## src/include/serial0_pkg.sv

```systemverilog
// Purpose: Shared constants and types for the serial port control block
// Assumes: Register word index times four gives the byte address
// Notes: Indices follow the special-function register numbers
package serial0_pkg;

    localparam int ADDR_W = 12;

    // Register word indices
    localparam logic [7:0] IDX_DIV_LOW = 8'hDC;
    localparam logic [7:0] IDX_MODE_A = 8'hDD;
    localparam logic [7:0] IDX_MODE_B = 8'hDE;
    localparam logic [7:0] IDX_STATUS = 8'hDF;
    localparam logic [7:0] IDX_IRQ_B = 8'hE1;
    localparam logic [7:0] IDX_DATA = 8'hE2;
    localparam logic [7:0] IDX_BAUD_EXT = 8'hF0;

    // Mode control b fields
    localparam int MB_EXTRA_LSB = 4;
    localparam int MB_TX_IRQ_ON = 3;
    localparam int MB_RX_IRQ_ON = 2;
    localparam int MB_HIGH_LSB = 0;

    // Status fields
    localparam int ST_RX_NINTH = 6;
    localparam int ST_TX_NINTH = 5;
    localparam int ST_TX_EMPTY = 4;
    localparam int ST_RX_FULL = 3;
    localparam int ST_OVERRUN = 2;
    localparam int ST_FRAMING = 1;
    localparam int ST_PARITY = 0;

    localparam int IRQB_SERIAL0 = 2;
    localparam int BEXT_SELECT = 0;

    // Reset values
    localparam logic [7:0] MODE_A_RST = 8'h00;
    localparam logic [7:0] MODE_B_RST = 8'h0C;
    localparam logic [7:0] DIV_LOW_RST = 8'h00;
    localparam logic [7:0] DATA_RST = 8'hFF;

    // Oversampling: sixteen ticks per bit, centre at the eighth
    localparam logic [3:0] OS_LAST = 4'hF;
    localparam logic [3:0] OS_HALF = 4'h7;
    localparam logic [2:0] DATA_LAST = 3'h7;

    localparam logic [1:0] RESP_OKAY = 2'h0;
    localparam logic [1:0] RESP_SLVERR = 2'h2;

    typedef struct packed {
        logic spare;
        logic port_module_on;
        logic rx_on;
        logic multi_on;
        logic two_stop;
        logic nine_bit;
        logic parity_on;
        logic parity_odd;
    } mode_a_s;

    typedef enum logic [2:0] {
        F_IDLE = 3'b000,
        F_START = 3'b001,
        F_DATA = 3'b010,
        F_NINTH = 3'b011,
        F_STOP = 3'b100
    } frame_state_e;

endpackage : serial0_pkg

```

## src/logic/serial0_port.sv

```systemverilog
// Purpose: One asynchronous serial port with its control and status registers
// Assumes: rx_line synchronous to aclk; AXI4-Lite slave, one access at a time
// Notes: Frames are start, data LSB first, optional ninth or parity, stop
//
// What this block does
// - Module enable bit 6 gates divider, transmitter and receiver
// - Receiver enable bit 5 gates reception
// - Bit 4 turns on multiprocessor mode
// - Bit 3 chooses two or one stop
// - Bit 2 chooses nine or eight data
// - Bit 1 enables parity generate and check
// - Bit 0 chooses odd or even parity
// - Control b bits 5:4 extend divisor
// - Control b bits 1:0 divisor high bits
// - Empty and full irq enables, reset 1
// - Status bit 6 received ninth bit, read-only
// - Status bit 5 ninth tx bit, locked by parity
// - Status bit 4 set when tx empties
// - Status bit 3 set when rx fills
// - Status bit 2 overrun, new character dropped
// - Status bit 1 framing error on bad stop
// - Status bit 0 parity mismatch on receive
// - Flags clear by writing zero only
// - Pending request sets irq flag bit 2
// - Data port reads rx, writes tx buffer
// - Divisor is high bits over low byte
// - Zero divisor stops, else clock/(16*divisor)
//
// Decided for this implementation: the AXI4-Lite register port.
`timescale 1ns/1ps
`default_nettype none

module serial0_port (
    input wire logic aclk,
    input wire logic aresetn,
    input wire logic [serial0_pkg::ADDR_W-1:0] s_axi_awaddr,
    input wire logic s_axi_awvalid,
    output logic s_axi_awready,
    input wire logic [31:0] s_axi_wdata,
    input wire logic [3:0] s_axi_wstrb,
    input wire logic s_axi_wvalid,
    output logic s_axi_wready,
    output logic [1:0] s_axi_bresp,
    output logic s_axi_bvalid,
    input wire logic s_axi_bready,
    input wire logic [serial0_pkg::ADDR_W-1:0] s_axi_araddr,
    input wire logic s_axi_arvalid,
    output logic s_axi_arready,
    output logic [31:0] s_axi_rdata,
    output logic [1:0] s_axi_rresp,
    output logic s_axi_rvalid,
    input wire logic s_axi_rready,
    input wire logic rx_line,
    output logic tx_line,
    output logic serial0_irq_pending
);
    import serial0_pkg::*;

    mode_a_s mode_a_q;
    logic [7:0] mode_b_q, divisor_low_byte_q, rx_buf_q, tx_buf_q;
    logic divisor_extension_select_q;
    logic tx_empty_q, rx_full_q, overrun_q, framing_q, parity_err_q, rx_ninth_q, tx_ninth_q;
    logic aw_have_q, w_have_q;
    logic [ADDR_W-1:0] aw_addr_q, ar_addr_q;
    logic [7:0] w_data_q;
    logic w_lane_q;
    logic wr_fire, wr_hit, wr_lane;
    logic [7:0] wr_idx, rd_idx, rd_byte;
    logic rd_hit;
    logic [11:0] divisor, div_cnt_q;
    logic tick_q;
    logic tx_pending_q, tx_load, tx_par;
    frame_state_e tx_state_q, rx_state_q;
    logic [3:0] tx_os_q, rx_os_q;
    logic [2:0] tx_bit_q, rx_bit_q;
    logic tx_stop_q;
    logic [7:0] tx_shift_q, rx_shift_q;
    logic tx_ninth_sent_q, rx_ninth_got_q;
    logic rx_prev_q, ar_have_q, rx_run;
    logic rx_done, rx_keep, rx_stop_bad, rx_par_bad, irq_evt;
    logic ninth_on, wr_status, wr_data, wr_irq_b;

    // Write channel capture, either order
    always_ff @(posedge aclk) begin
        if (!aresetn) begin
            aw_have_q <= 1'b0;
            w_have_q <= 1'b0;
            s_axi_awready <= 1'b0;
            s_axi_wready <= 1'b0;
            s_axi_bvalid <= 1'b0;
            s_axi_bresp <= RESP_OKAY;
            aw_addr_q <= '0;
            w_data_q <= 8'h00;
            w_lane_q <= 1'b0;
        end else begin
            s_axi_awready <= !aw_have_q && !(s_axi_awvalid && s_axi_awready);
            s_axi_wready <= !w_have_q && !(s_axi_wvalid && s_axi_wready);
            if (s_axi_awvalid && s_axi_awready) begin
                aw_have_q <= 1'b1;
                aw_addr_q <= s_axi_awaddr;
            end
            if (s_axi_wvalid && s_axi_wready) begin
                w_have_q <= 1'b1;
                w_data_q <= s_axi_wdata[7:0];
                w_lane_q <= s_axi_wstrb[0];
            end
            if (wr_fire) begin
                s_axi_bvalid <= 1'b1;
                s_axi_bresp <= wr_hit ? RESP_OKAY : RESP_SLVERR;
            end else if (s_axi_bvalid && s_axi_bready) begin
                s_axi_bvalid <= 1'b0;
                aw_have_q <= 1'b0;
                w_have_q <= 1'b0;
            end
        end
    end

    assign wr_fire = aw_have_q && w_have_q && !s_axi_bvalid;
    assign wr_idx = aw_addr_q[9:2];
    assign wr_hit = (aw_addr_q[ADDR_W-1:10] == '0) && (wr_idx == IDX_DIV_LOW || wr_idx == IDX_MODE_A
        || wr_idx == IDX_MODE_B || wr_idx == IDX_STATUS || wr_idx == IDX_IRQ_B || wr_idx == IDX_DATA
        || wr_idx == IDX_BAUD_EXT);
    assign wr_lane = wr_fire && wr_hit && w_lane_q;
    assign wr_status = wr_lane && wr_idx == IDX_STATUS;
    assign wr_data = wr_lane && wr_idx == IDX_DATA;
    assign wr_irq_b = wr_lane && wr_idx == IDX_IRQ_B;

    // Control registers
    always_ff @(posedge aclk) begin
        if (!aresetn) begin
            mode_a_q <= mode_a_s'(MODE_A_RST);
            mode_b_q <= MODE_B_RST;
            divisor_low_byte_q <= DIV_LOW_RST;
            divisor_extension_select_q <= 1'b0;
        end else if (wr_lane) begin
            if (wr_idx == IDX_MODE_A) begin
                mode_a_q <= mode_a_s'({1'b0, w_data_q[6:0]});
            end
            if (wr_idx == IDX_MODE_B) begin
                mode_b_q <= {2'b00, w_data_q[5:0]};
            end
            if (wr_idx == IDX_DIV_LOW) begin
                divisor_low_byte_q <= w_data_q;
            end
            if (wr_idx == IDX_BAUD_EXT) begin
                divisor_extension_select_q <= w_data_q[BEXT_SELECT];
            end
        end
    end

    // Read channel
    assign rd_idx = ar_addr_q[9:2];
    always_comb begin
        rd_hit = (ar_addr_q[ADDR_W-1:10] == '0);
        rd_byte = 8'h00;
        unique case (rd_idx)
            IDX_DIV_LOW: rd_byte = divisor_low_byte_q;
            IDX_MODE_A: rd_byte = mode_a_q;
            IDX_MODE_B: rd_byte = mode_b_q;
            IDX_STATUS: rd_byte = {1'b0, rx_ninth_q, tx_ninth_q, tx_empty_q, rx_full_q, overrun_q,
                framing_q, parity_err_q};
            IDX_IRQ_B: rd_byte = {5'h00, serial0_irq_pending, 2'h0};
            IDX_DATA: rd_byte = rx_buf_q;
            IDX_BAUD_EXT: rd_byte = {7'h00, divisor_extension_select_q};
            default: rd_hit = 1'b0;
        endcase
    end

    // Address taken, answer one cycle later
    always_ff @(posedge aclk) begin
        if (!aresetn) begin
            s_axi_arready <= 1'b0;
            s_axi_rvalid <= 1'b0;
            s_axi_rdata <= 32'h0000_0000;
            s_axi_rresp <= RESP_OKAY;
            ar_addr_q <= '0;
            ar_have_q <= 1'b0;
        end else begin
            s_axi_arready <= !ar_have_q && !s_axi_rvalid && !(s_axi_arvalid && s_axi_arready);
            if (s_axi_arvalid && s_axi_arready) begin
                ar_have_q <= 1'b1;
                ar_addr_q <= s_axi_araddr;
            end
            if (ar_have_q && !s_axi_rvalid) begin
                ar_have_q <= 1'b0;
                s_axi_rvalid <= 1'b1;
                s_axi_rdata <= {24'h00_0000, rd_byte};
                s_axi_rresp <= rd_hit ? RESP_OKAY : RESP_SLVERR;
            end else if (s_axi_rvalid && s_axi_rready) begin
                s_axi_rvalid <= 1'b0;
            end
        end
    end

    assign ninth_on = mode_a_q.nine_bit || mode_a_q.parity_on;

    assign divisor = divisor_extension_select_q
        ? {mode_b_q[MB_EXTRA_LSB+:2], mode_b_q[MB_HIGH_LSB+:2], divisor_low_byte_q}
        : {2'b00, mode_b_q[MB_HIGH_LSB+:2], divisor_low_byte_q};

    // Sixteen ticks per bit, none at zero
    always_ff @(posedge aclk) begin
        if (!aresetn || !mode_a_q.port_module_on || divisor == 12'h000) begin
            div_cnt_q <= 12'h000;
            tick_q <= 1'b0;
        end else if (div_cnt_q >= divisor - 12'h001) begin
            div_cnt_q <= 12'h000;
            tick_q <= 1'b1;
        end else begin
            div_cnt_q <= div_cnt_q + 12'h001;
            tick_q <= 1'b0;
        end
    end

    assign tx_par = mode_a_q.parity_odd ? ~^tx_buf_q : ^tx_buf_q;
    assign tx_load = tick_q && mode_a_q.port_module_on && tx_state_q == F_IDLE && tx_pending_q;

    always_ff @(posedge aclk) begin
        if (!aresetn) begin
            tx_pending_q <= 1'b0;
            tx_buf_q <= DATA_RST;
        end else if (wr_data) begin
            tx_pending_q <= 1'b1;
            tx_buf_q <= w_data_q;
        end else if (tx_load) begin
            tx_pending_q <= 1'b0;
        end
    end

    // Start, data LSB first, ninth, stop
    always_ff @(posedge aclk) begin
        if (!aresetn || !mode_a_q.port_module_on) begin
            tx_state_q <= F_IDLE;
            tx_line <= 1'b1;
            tx_os_q <= 4'h0;
            tx_bit_q <= 3'h0;
            tx_stop_q <= 1'b0;
            tx_shift_q <= 8'h00;
            tx_ninth_sent_q <= 1'b0;
        end else if (tick_q) begin
            tx_os_q <= tx_os_q + 4'h1;
            unique case (tx_state_q)
                F_IDLE: begin
                    tx_os_q <= 4'h0;
                    if (tx_load) begin
                        tx_state_q <= F_START;
                        tx_line <= 1'b0;
                        tx_shift_q <= tx_buf_q;
                        tx_ninth_sent_q <= mode_a_q.parity_on ? tx_par : tx_ninth_q;
                    end
                end
                F_START: begin
                    if (tx_os_q == OS_LAST) begin
                        tx_state_q <= F_DATA;
                        tx_bit_q <= 3'h0;
                        tx_line <= tx_shift_q[0];
                    end
                end
                F_DATA: begin
                    if (tx_os_q == OS_LAST && tx_bit_q != DATA_LAST) begin
                        tx_bit_q <= tx_bit_q + 3'h1;
                        tx_line <= tx_shift_q[tx_bit_q + 3'h1];
                    end else if (tx_os_q == OS_LAST && ninth_on) begin
                        tx_state_q <= F_NINTH;
                        tx_line <= tx_ninth_sent_q;
                    end else if (tx_os_q == OS_LAST) begin
                        tx_state_q <= F_STOP;
                        tx_stop_q <= 1'b0;
                        tx_line <= 1'b1;
                    end
                end
                F_NINTH: begin
                    if (tx_os_q == OS_LAST) begin
                        tx_state_q <= F_STOP;
                        tx_stop_q <= 1'b0;
                        tx_line <= 1'b1;
                    end
                end
                F_STOP: begin
                    if (tx_os_q == OS_LAST && mode_a_q.two_stop && !tx_stop_q) begin
                        tx_stop_q <= 1'b1;
                    end else if (tx_os_q == OS_LAST) begin
                        tx_state_q <= F_IDLE;
                    end
                end
                default: begin
                    tx_state_q <= F_IDLE;
                    tx_line <= 1'b1;
                end
            endcase
        end
    end

    assign rx_run = aresetn && mode_a_q.port_module_on && mode_a_q.rx_on;

    // Idle level after reset, no false start
    always_ff @(posedge aclk) begin
        if (!aresetn) begin
            rx_prev_q <= 1'b1;
        end else begin
            rx_prev_q <= rx_line;
        end
    end

    always_ff @(posedge aclk) begin
        if (!rx_run) begin
            rx_state_q <= F_IDLE;
            rx_os_q <= 4'h0;
            rx_bit_q <= 3'h0;
            rx_shift_q <= 8'h00;
            rx_ninth_got_q <= 1'b0;
        end else if (rx_state_q == F_IDLE) begin
            rx_os_q <= 4'h0;
            if (rx_prev_q && !rx_line) begin
                rx_state_q <= F_START;
            end
        end else if (tick_q) begin
            rx_os_q <= rx_os_q + 4'h1;
            unique case (rx_state_q)
                F_START: begin
                    if (rx_os_q == OS_HALF && rx_line) begin
                        rx_state_q <= F_IDLE;
                    end else if (rx_os_q == OS_HALF) begin
                        rx_os_q <= 4'h0;
                        rx_bit_q <= 3'h0;
                        rx_state_q <= F_DATA;
                    end
                end
                F_DATA: begin
                    if (rx_os_q == OS_LAST) begin
                        rx_shift_q <= {rx_line, rx_shift_q[7:1]};
                        rx_bit_q <= rx_bit_q + 3'h1;
                        if (rx_bit_q == DATA_LAST) begin
                            rx_state_q <= ninth_on ? F_NINTH : F_STOP;
                        end
                    end
                end
                F_NINTH: begin
                    if (rx_os_q == OS_LAST) begin
                        rx_ninth_got_q <= rx_line;
                        rx_state_q <= F_STOP;
                    end
                end
                F_STOP: begin
                    if (rx_os_q == OS_LAST) begin
                        rx_state_q <= F_IDLE;
                    end
                end
                default: rx_state_q <= F_IDLE;
            endcase
        end
    end

    assign rx_done = rx_run && tick_q && rx_state_q == F_STOP && rx_os_q == OS_LAST;
    assign rx_stop_bad = !rx_line;
    assign rx_par_bad = mode_a_q.parity_on && ((^{rx_shift_q, rx_ninth_got_q}) != mode_a_q.parity_odd);
    // Multiprocessor drops nine-bit frames with ninth low
    assign rx_keep = !(mode_a_q.multi_on && mode_a_q.nine_bit && !rx_ninth_got_q);

    // Flags clear on written zero, set wins
    always_ff @(posedge aclk) begin
        if (!aresetn) begin
            tx_empty_q <= 1'b0;
            rx_full_q <= 1'b0;
            overrun_q <= 1'b0;
            framing_q <= 1'b0;
            parity_err_q <= 1'b0;
            rx_ninth_q <= 1'b0;
            tx_ninth_q <= 1'b0;
            rx_buf_q <= DATA_RST;
        end else begin
            if (tx_load) begin
                tx_empty_q <= 1'b1;
            end else if (wr_status && !w_data_q[ST_TX_EMPTY]) begin
                tx_empty_q <= 1'b0;
            end
            if (rx_done && rx_keep && !rx_full_q) begin
                rx_full_q <= 1'b1;
                rx_buf_q <= rx_shift_q;
                rx_ninth_q <= rx_ninth_got_q;
            end else if (wr_status && !w_data_q[ST_RX_FULL]) begin
                rx_full_q <= 1'b0;
            end
            if (rx_done && rx_keep && rx_full_q) begin
                overrun_q <= 1'b1;
            end else if (wr_status && !w_data_q[ST_OVERRUN]) begin
                overrun_q <= 1'b0;
            end
            if (rx_done && rx_stop_bad) begin
                framing_q <= 1'b1;
            end else if (wr_status && !w_data_q[ST_FRAMING]) begin
                framing_q <= 1'b0;
            end
            if (rx_done && rx_par_bad) begin
                parity_err_q <= 1'b1;
            end else if (wr_status && !w_data_q[ST_PARITY]) begin
                parity_err_q <= 1'b0;
            end
            if (wr_status && !mode_a_q.parity_on) begin
                tx_ninth_q <= w_data_q[ST_TX_NINTH];
            end
        end
    end

    // Enabled events raise the pending flag
    assign irq_evt = (tx_load && mode_b_q[MB_TX_IRQ_ON])
        || (rx_done && rx_keep && !rx_full_q && mode_b_q[MB_RX_IRQ_ON]);

    always_ff @(posedge aclk) begin
        if (!aresetn) begin
            serial0_irq_pending <= 1'b0;
        end else if (irq_evt) begin
            serial0_irq_pending <= 1'b1;
        end else if (wr_irq_b && !w_data_q[IRQB_SERIAL0]) begin
            serial0_irq_pending <= 1'b0;
        end
    end

endmodule : serial0_port
`default_nettype wire

```

## config.mk

```make
export PLATFORM = sky130hd
export DESIGN_NAME = serial0_port
export DESIGN_NICKNAME = d
export VERILOG_FILES = /design/src/include/serial0_pkg.sv /design/src/logic/serial0_port.sv
export SDC_FILE = /design/constraint.sdc
export NUM_CORES = 1
export LEC_CHECK = 0
export ABC_AREA = 0
export BUFFER_PORTS_ARGS = -buffer_cell sky130_fd_sc_hd__buf_4
export CELL_PAD_IN_SITES_DETAIL_PLACEMENT = 2
export CELL_PAD_IN_SITES_GLOBAL_PLACEMENT = 2
export CORE_ASPECT_RATIO = 1.75
export CORE_MARGIN = 8
export CORE_UTILIZATION = 34
export CTS_CLUSTER_SIZE = 20
export DETAILED_ROUTE_END_ITERATION = 10
export GPL_ROUTABILITY_DRIVEN = 0
export PLACE_DENSITY_LB_ADDON = 0.1
export REMOVE_ABC_BUFFERS = 1
export SLEW_MARGIN = 10
export SYNTH_ARGS = -nofsm -noshare
export SYNTH_HDL_FRONTEND = slang
export SYNTH_SLANG_ARGS = --single-unit
```

## constraint.sdc

```tcl
create_clock -name aclk -period 3.05 [get_ports aclk]
set_clock_uncertainty 0.1 [all_clocks]
set_input_delay 0.61 -clock aclk [delete_from_list [all_inputs] [get_ports aclk]]
set_output_delay 0.61 -clock aclk [all_outputs]
set_load 0.05 [all_outputs]
```

* Word level (Yosys, flattened, before mapping)
Index checks and enable logic that the tools add are counted.
** Storage, ports and cells
- Register bits :: 154
- Bits of input ports :: 68
- Output and inout bits :: 43
- Word-level logic and storage cells :: 299
** Cells by class
- Add/sub/neg operators :: 6
- Order comparisons :: 2
- Equal/unequal tests :: 45
- Mux-type cells :: 73
- Bitwise operators :: 4
- Reductions and logical operators :: 118
** Operators by type and width (count)
- == test 8 bit (second input constant) :: 14
- two-way mux 3 bit :: 21
- one-hot mux 8 bit (7 select lines) :: 1
- logical AND 1 bit :: 49
- two-way mux 1 bit :: 37
- nonzero test 2 bit :: 12
- inequality test 2 bit (second input constant) :: 11
- logical NOT 1 bit :: 21
- two-way mux 4 bit :: 4
- AND reduction 4 bit :: 4
- inequality test 3 bit (second input constant) :: 5
- one-hot mux 3 bit (5 select lines) :: 1
- adder 12 x 1 -> 12 bit (second input constant) :: 1
- == test 3 x 2 -> 1 bit (second input constant) :: 4
- >= comparator 12 bit :: 1
- logical NOT 12 bit :: 1
- two-way mux 12 bit :: 1
- one-hot mux 3 bit (2 select lines) :: 2
- one-hot mux 3 bit (4 select lines) :: 1
- AND reduction 6 bit :: 2
- subtractor 12 x 1 -> 12 bit (second input constant) :: 1
- logical OR 1 bit :: 10
- == test 3 bit (second input constant) :: 3
- parity 9 bit :: 1
- 25 further kinds :: 40

* Longest topological paths before layout
Gate-level depths: netlist of the first run.
- Depth in word-level cells :: 14
- Mapped depth :: 12
- Depth with buffers taken out :: 11

* Worst setup path before layout of the first run
OpenSTA, ideal clock, no wires.
- Kind :: register to register
- Start :: register divisor_low_byte_q[0]
- End :: register div_cnt_q[10]
- Setup time :: 132 ps
- Arrival :: 2367 ps
- Data required time :: 2818 ps
- Path slack :: 451 ps
- Cell stages (with the launch flop) :: 13
- Path buffers :: 1
- Period minus slack after synthesis :: 2599 ps
- Cells stage by stage :: dfxtp_1 > inv_1 > ha_1 > nand2_1 > or3_1 > xor2_1 > ha_1 > nand2_1 > o21ai_0 > a31oi_1 > o21ai_0 > clkbuf_1 > nor3_1
** On the way
- Word-level cells in the longest chain between the ends :: 4
- Elaborated cells on any way between the ends :: 6
- Classes of those cells :: add/sub (1); order compare (1); mux (1); reduce/logical (3)
** RTL lines
- from (decl) :: RTL line serial0_port.sv:60 : logic [7:0] mode_b_q, divisor_low_byte_q, rx_buf_q, tx_buf_q;
- from (signal assigned) :: RTL line serial0_port.sv:143 : divisor_low_byte_q <= w_data_q;
- two-way mux 12 bit (*) :: RTL line serial0_port.sv:198 : ? {mode_b_q[MB_EXTRA_LSB+:2], mode_b_q[MB_HIGH_LSB+:2], divisor_low_byte_q}
- subtractor 12 x 1 -> 12 bit / logical NOT 12 bit (equally long branches) :: RTL line serial0_port.sv:206, serial0_port.sv:203
- >= comparator 12 bit / logical OR 1 bit (equally long branches) :: RTL line serial0_port.sv:206, serial0_port.sv:203
- OR reduction 2 bit (no source line) (*)
- to (signal assigned) :: RTL line serial0_port.sv:210 : div_cnt_q <= div_cnt_q + 12'h001;
- to (decl) :: RTL line serial0_port.sv:70 : logic [11:0] divisor, div_cnt_q;
Mark *: on every way between the ends. The rest lies on a longest branch, timed or not.
A chain may end at the register's enable or synchronous reset.

* Final worst setup path of the first run
- Start :: register divisor_low_byte_q[4]
- End :: register div_cnt_q[11]
The elaborated chain is that of the path after synthesis.

==> metrics.yaml, run 1 <==
root_buffer: "clkbuf_16"
critical_path.reg2reg.startpoint: "divisor_low_byte_q[4]$_SDFFE_PN0P_"
power_frac_seq_pct: 44.8
start_kind: "flop"
clk_pin_slew_worst_paths_ps: 60
crit_type: "flop to flop"
pwr-share-clk_pct: 49.1
grt_max_degree: 35
power.switching_mw: 1.04
internal-power_mw: 3.44
rsz0062_at_grt: "false"
clockBufferDepth: 2
htreeDepth: 4
drive_above_1_share_pct: 13.2
syn_area_um2: 7240
arrival_ps: 3090
cpMostUsedCell: "nor3_1"
area_growth_pct: 16.3
grt.total_usage_pct: 17.9
cts_buffers: 17
crit_start: "divisor_low_byte_q[4]$_SDFFE_PN0P_"
nets: 986
slew_headroom_pct: 39.7
io_pins: 111
ant_nets: 0
crit_path_end: "div_cnt_q[11]$_SDFF_PP0_"
fin_setup_tns_ps: 0
endpoint_kind: "flop"
post_cts_resized: 0
fin_area_um2: 8430
die_h_um: 209
num_rows: 70
first_pass_iters: 4
netlist_instances: 853
maxCapViolations: 0
swShare_pct: 23.3
cts_sinks: 148
clk_latency_ps: 420
ys_seq_area_share_pct: 40.9
dieWidth_um: 126
period_share_pct: 93.8
vdd_drop_max_mv: 0.334
required_ps: 3280
antenna_found_initial: 0
fmax_ghz: 0.350
finalCriticalPeriod_ps: 2860
min_path_type: "input pin to flop"
cp_cell_sequence: "nor3_1 > and2_1 > nand2_1 > o311a_1 > a31oi_1 > ha_1 > nand2_1 > nor3_1 > o21ai_0 > o21ai_0 > buf_4 > nor3_1"
wl_per_cell_um: 19.7
dp_hpwl_mm: 17.5
synth_flop_cell: "dfxtp_1"
totalWireLength_mm: 22.9
cpPeakStageDelay_ps: 360
tightest_slew_ps: 894
antenna_cells: 0
total_leakage_power_nw: 3.26
core_um2: 20900
synthArstFlopShare_pct: 0
start_util_pct: 34.6
r2r-end: "div_cnt_q[11]$_SDFF_PP0_"
yosys_register_bits: 148
ctsHoldBuffers: 0
overflow: 0
grt_pass1_vias: 7161
status: "complete, no violations"
cts_setup_buffers: 0
dpl_cell_area_um2: 7810
io_buffers: 53
critical_path.max_fanout: 12
reg2regPathDepth: 12
vias: 6244
comb_power_share_pct: 6.1
vias_per_cell: 5.38
synth_warnings: 0
path_buf_inv: 1
cts_tree: "built"
hold_violations: 0
grt_pass1_wl_mm: 37.7
power_density_nw_per_um2: 532
final_cells: 1161
fp.dieArea_um2: 26400
setup_viol: 0
dp.cells: 1130
synth_cell_types: 68
drtIter0Drc: 194
worst-path-stages: 12
slowest_stage: "o311a_1"
avgSynthCellArea_um2: 8.49
route.detailed.drc: 0
drv_slew: 0
synth_edf_count: 0
crit_family: "simple AND/OR/NAND/NOR gates"
r2r_setup_slack_ps: 190
registers in the layout, summed over array words and instances, names as in the netlist, 4 cells and up:
register	cells
divisor_low_byte_q	8
rx_buf_q	8
tx_buf_q	8
mode_b_q	6
rx_os_q	4
aw_addr_q	10
tx_shift_q	8
rx_shift_q	8
mode_a_q	7
s_axi_rdata	8
tx_os_q	4
div_cnt_q	12
w_data_q	8
ar_addr_q	10
stage by stage:
stage	setup slack [ps]	hold slack [ps]	utilization, %	total power [mW]
5_1_grt	8.41	272	40.3	4.64
3_3_place_gp	276	333	37.3	2.32
4_1_cts	164	246	40.3	4.54
3_5_place_dp	229	352	37.3	2.32
6_report	189	270	40.3	4.48
2_1_floorplan	222	313	-	2.21
layout by cell type (no fill, tap or decap), types with 10 or more instances in the layout:
cell	n
dfxtp_1	148
xor2_1	13
xnor2_1	29
nand2_1	146
nor3_1	30
conb_1	26
clkbuf_16	17
inv_1	12
o21ai_0	31
ha_1	21
nand4_1	10
buf_4	73
mux2i_1	45
nand3_1	12
a21oi_1	75
nor2_1	73
power groups by stage:
stage	sequential (mW)	combinational, mW	clock (mW)
2_1_floorplan	2.06	0.149	0
3_3_place_gp	2.05	0.267	0
3_5_place_dp	2.05	0.275	0
4_1_cts	2.01	0.276	2.26
5_1_grt	2.01	0.297	2.33
6_report	2.01	0.273	2.20
logic make-up after synthesis:
group,count (synthesis),share of synthesized area [%]
other cells,1,0.0518
mux,53,8.55
simple gates,340,22.2
flops,148,40.9
buf+inv,86,6.13
compound gates,162,13.5
xor+xnor,42,5.08
fa+ha+maj,21,3.63
layout make-up:
cell class	instances	area, µm²
Fill cell	2384	12500
Inverter	13	48.8
Timing Repair Buffer	73	548
Sequential cell	148	2960
Clock inverter	7	120
Multi-Input combinational cell	644	3930
Tap cell	252	315
Clock buffer	24	502
routing by layer:
metal / GRT usage [%] / wire length [µm] / vias up
met4: 8.43 / 778 / 0
li1: - / - / 3003
met3: 3.70 / 610 / 38
met1: 16.8 / 8420 / 3119
met5: 0 / 0 / -
met2: 35.5 / 13100 / 84
Yosys cell counts (3+ instances only):
master	n	share of area (%)
buf_4	26	2.7
and3_1	7	0.60
nand2b_1	8	0.69
nand3_1	12	0.83
a21oi_1	75	5.2
a211oi_1	3	0.31
and2_1	9	0.78
nor2_1	73	3.8
dfxtp_1	148	41
nand4_1	10	0.86
or2_2	3	0.26
clkbuf_1	31	1.6
inv_1	12	0.62
nor3b_1	5	0.52
nand2_1	146	7.6
a32o_1	3	0.41
o21a_1	7	0.73
nand3b_1	4	0.41
or3_1	9	0.78
mux4_2	7	2.2
nor3_1	30	2.1
ha_1	21	3.6
o31ai_1	6	0.62
xnor2_1	29	3.5
a22oi_1	6	0.62
nor4_1	5	0.43
mux2i_1	45	6.2
buf_2	11	0.76
o21ai_0	31	2.1
xor2_1	13	1.6
a31oi_1	8	0.69
a21o_1	3	0.31
worst min path at each step:
stage / start / endpoint / slack, ps / cells past startpoint
floorplan: w_have_q$_SDFF_PN0_ / s_axi_wready$_SDFF_PN0_ / 310 / 1
finish: s_axi_rready / s_axi_rvalid$_SDFFE_PN0P_ / 270 / 2
CTS: s_axi_rready / s_axi_rvalid$_SDFFE_PN0P_ / 250 / 2
global route: s_axi_rready / s_axi_rvalid$_SDFFE_PN0P_ / 270 / 2
detailed placement: w_have_q$_SDFF_PN0_ / s_axi_wready$_SDFF_PN0_ / 350 / 1
global placement: w_have_q$_SDFF_PN0_ / s_axi_wready$_SDFF_PN0_ / 330 / 1
No activity file was read; power rests on OpenSTA's default activity.
==> run 2, diff against run 1 <==
--- a/config.mk
+++ b/config.mk
@@ -7,5 +7,5 @@
 export LEC_CHECK = 0
-export ABC_AREA = 0
+export ABC_AREA = 1
 export BUFFER_PORTS_ARGS = -buffer_cell sky130_fd_sc_hd__buf_4
-export CELL_PAD_IN_SITES_DETAIL_PLACEMENT = 2
+export CELL_PAD_IN_SITES_DETAIL_PLACEMENT = 1
 export CELL_PAD_IN_SITES_GLOBAL_PLACEMENT = 2
@@ -13,3 +13,3 @@
 export CORE_MARGIN = 8
-export CORE_UTILIZATION = 34
+export CORE_UTILIZATION = 32
 export CTS_CLUSTER_SIZE = 20
==> constraint.sdc (replaced) <==
create_clock -name aclk -period 3.05 [get_ports aclk]
set_clock_uncertainty 0.1 [all_clocks]
set_input_delay 0.4575 -clock aclk [delete_from_list [all_inputs] [get_ports aclk]]
set_output_delay 0.4575 -clock aclk [all_outputs]
set_load 0.05 [all_outputs]
==> run 2 against run 1 <==
  * First-iteration DRC count up 9.3%
  * Area after synthesis up 1.5%
  * Critical path depth up 1
  * Clock power down 2%
  * Worst hold slack worse by 85 ps
  * Fmax up 5.4%
  * Cell count up 19%
  * Via count up 4.8%
  * Non-clock buffer count down 13
  * Register-to-register slack better by 150 ps
  * Sequential share of layout area down 0.50 points
  * Largest power group unchanged
==> metrics.yaml, run 2 <==
grt_pass1_wl_mm: 36.0  # was 37.7 mm
pwr-share-clk_pct: 48.3  # was 49.1%
nets: 1162  # was 986
min_path_type: "input pin to flop"  # unchanged
core_um2: 22700  # was 20900 µm²
fin_hold_ws_ps: 185  # was 270 ps
drv_slew: 0  # unchanged
cts_tree: "built"  # unchanged
cpMostUsedCell: "nor2_1"  # was nor3_1
totalWireLength_mm: 22.2  # was 22.9 mm
grt_pass1_vias: 6966  # was 7161
power_frac_seq_pct: 45.0  # was 44.8%
synth_warnings: 0  # unchanged
avgSynthCellArea_um2: 7.23  # was 8.49 µm²
nFillCells: 2960  # was 2384
r2r_setup_slack_ps: 340  # was 190 ps
setup_viol: 0  # unchanged
power_density_nw_per_um2: 521  # was 532 nW/µm²
synthArstFlopShare_pct: 0  # unchanged
synth_top_area_share_pct: 40.3  # was 40.9%
slew_headroom_pct: 50.3  # was 39.7%
synth_area_leader_cell: "dfxtp_1"  # unchanged
clockBufferDepth: 2  # unchanged
period_share_pct: 89.0  # was 93.8%
internal-power_mw: 3.35  # was 3.44 mW
synth_most_common_cell: "nand2_1"  # was dfxtp_1
crit_type: "flop to flop"  # unchanged
hold_violations: 0  # unchanged
multiInputGateArea_um2: 3730  # was 3930 µm²
fin_setup_tns_ps: 0  # unchanged
fmax_ghz: 0.368  # was 0.350 GHz
first_pass_iters: 4  # unchanged
regMostFlops: "div_cnt_q"  # unchanged
drtIter0Drc: 212  # was 194
dp_hpwl_mm: 17.2  # was 17.5 mm
ctsHoldBuffers: 0  # unchanged
synth_edf_count: 0  # unchanged
route.detailed.drc: 0  # unchanged
largest_register_ffs: 12  # unchanged
die_h_um: 216  # was 209 µm
antenna_found_initial: 0  # unchanged
synthTopCellsByCount: "nand2_1 (180), nor2_1 (174), dfxtp_1 (148), inv_1 (112), o21ai_0 (76)"  # was dfxtp_1 (148), nand2_1 (146), a21oi_1 (75), nor2_1 (73), mux2i_1 (45)
final_cell_mix: "nand2_1 (180), nor2_1 (174), dfxtp_1 (148)"  # was dfxtp_1 (148), nand2_1 (146), a21oi_1 (75)
synth_flop_cell: "dfxtp_1"  # unchanged
tightest_slew_ps: 745  # was 894 ps
wl_per_cell_um: 16.0  # was 19.7 µm
vias: 6544  # was 6244
drive_above_1_share_pct: 11.2  # was 13.2%
cts_setup_buffers: 0  # unchanged
cp_cell_sequence: "nor2_1 > nand4_1 > nor3_1 > nand3_1 > nor3_1 > xor2_1 > ha_1 > nand2_1 > nor2_1 > a211oi_1 > nand4_1 > buf_4 > nor2_1"  # was nor3_1 > and2_1 > nand2_1 > o311a_1 > a31oi_1 > ha_1 > nand2_1 > nor3_1 > o21ai_0 > o21ai_0 > buf_4 > nor3_1
endpoint_kind: "flop"  # unchanged
start_kind: "flop"  # unchanged
register_area_um2: 2960  # unchanged
htreeDepth: 4  # unchanged
path_buf_inv: 1  # unchanged
vias_per_cell: 4.72  # was 5.38
ant_nets: 0  # unchanged
yosys-top-cells-area: "dfxtp_1 (40%), nand2_1 (9.2%), nor2_1 (8.9%)"  # was dfxtp_1 (41%), nand2_1 (7.6%), mux2i_1 (6.2%)
cts_buffers: 17  # unchanged
netlist_instances: 1017  # was 853
comb_power_share_pct: 6.7  # was 6.1%
overflow: 0  # unchanged
clk_latency_ps: 430  # was 420 ps
grt_max_degree: 69  # was 35
reg.largest.list: "div_cnt_q x12, ar_addr_q x10, aw_addr_q x10"  # unchanged
ys_seq_area_share_pct: 40.3  # was 40.9%
post_cts_resized: 0  # unchanged
grt.total_usage_pct: 16.5  # was 17.9%
cts_sinks: 148  # unchanged
status: "complete, no violations"  # unchanged
clk_pin_slew_worst_paths_ps: 60  # about the same
antenna_cells: 0  # unchanged
rsz0062_at_grt: "false"  # unchanged
power.switching_mw: 1.10  # was 1.04 mW
crit_family: "simple AND/OR/NAND/NOR gates"  # unchanged
area_growth_pct: 16.3  # about the same
fp.dieArea_um2: 28300  # was 26400 µm²
syn_area_um2: 7350  # was 7240 µm²
critical_path.max_fanout: 12  # unchanged
start_util_pct: 32.4  # was 34.6%
root_buffer: "clkbuf_16"  # unchanged
slowest_stage: "dfxtp_1"  # was o311a_1
io_buffers: 53  # unchanged
yosys_register_bits: 148  # unchanged
num_rows: 73  # was 70
maxCapViolations: 0  # unchanged
io_pins: 111  # unchanged
layout_commonest_cell: "nand2_1"  # was dfxtp_1
dieWidth_um: 131  # was 126 µm
finalCriticalPeriod_ps: 2710  # was 2860 ps
vdd_drop_max_mv: 0.356  # was 0.334 mV
swShare_pct: 24.7  # was 23.3%
required_ps: 3310  # was 3280 ps
arrival_ps: 2970  # was 3090 ps
cpPeakStageDelay_ps: 340  # was 360 ps
total_leakage_power_nw: 3.75  # was 3.26 nW
synth_cell_types: 47  # was 68
## run 2: path summary, 6_finish.rpt
path                                     to  cells after the start                               start
hold reg to reg    s_axi_arready$_SDFF_PN0_                      1              ar_have_q$_SDFFE_PP0P_
setup reg to reg   div_cnt_q[10]$_SDFF_PP0_                     13  divisor_low_byte_q[2]$_SDFFE_PN0P_
hold / removal    aw_addr_q[8]$_SDFFE_PN0P_                      3                     s_axi_awaddr[8]
setup / recovery   div_cnt_q[10]$_SDFF_PP0_                     13  divisor_low_byte_q[2]$_SDFFE_PN0P_
## run 2: worst reg2reg max path, delay by kind of cell, from the launching register on
family / cells / cell delay, ps
AND/OR/NAND/NOR: 9 / 1340
flip-flops: 1 / 340
adder cells (fa/ha/maj): 1 / 260
AO/OA/AOI/OAI: 1 / 240
buffers and inverters: 1 / 200
XOR/XNOR: 1 / 170
## run 2: per-layer routing
layer / share of wire [%] / GRT usage, % / vias to the layer above / routed length (µm)
met5: 0 / 0 / - / 0
met2: 56 / 32.0 / 74 / 12400
met1: 39 / 16.6 / 3077 / 8700
li1: - / - / 3370 / -
met3: 2.6 / 3.25 / 23 / 570
met4: 2.3 / 6.12 / 0 / 516
## run 2: cell type report
| cell class | count | area share (%) |
|---|---|---|
| clock buffer | 22 | 5.31 |
| clock inverter | 10 | 1.54 |
| inverter | 118 | 5.21 |
| multi-input combinational | 728 | 43.6 |
| sequential | 148 | 34.7 |
| tap | 300 | 4.39 |
| timing repair buffer | 60 | 5.27 |
## run 2: logic make-up (layout without fill, tap and decap cells)
logic type,Yosys count,in the layout,share of synthesized area (%)
other cells,1,26,0.0510
fa+ha+maj,21,21,3.58
flops,148,148,40.3
simple gates,464,464,27.1
xor+xnor,34,34,4.05
compound gates,183,183,14.7
buf+inv,166,210,10.2
## run 2: power groups by stage
stage	registers [mW]	clock network, mW	logic [mW]
after floorplan	2.06	0	0.172
after global placement	2.05	0	0.304
after detailed placement	2.05	0	0.305
after CTS	2.00	2.21	0.306
after global routing	2.01	2.28	0.331
final	2.00	2.15	0.300
## run 2: stage by stage
step                      setup slack, ps  power [mW]  std cells  cell area (µm²)  util [%]
final                                 335        4.45       1386             8550      37.7
after global routing                 39.3        4.62       1386             8550      37.7
after CTS                             272        4.52       1386             8550      37.7
after detailed placement              281        2.35       1354             7970      35.2
after global placement                346        2.35       1354             7970      35.2
after floorplan                       528        2.24        994             7140         -
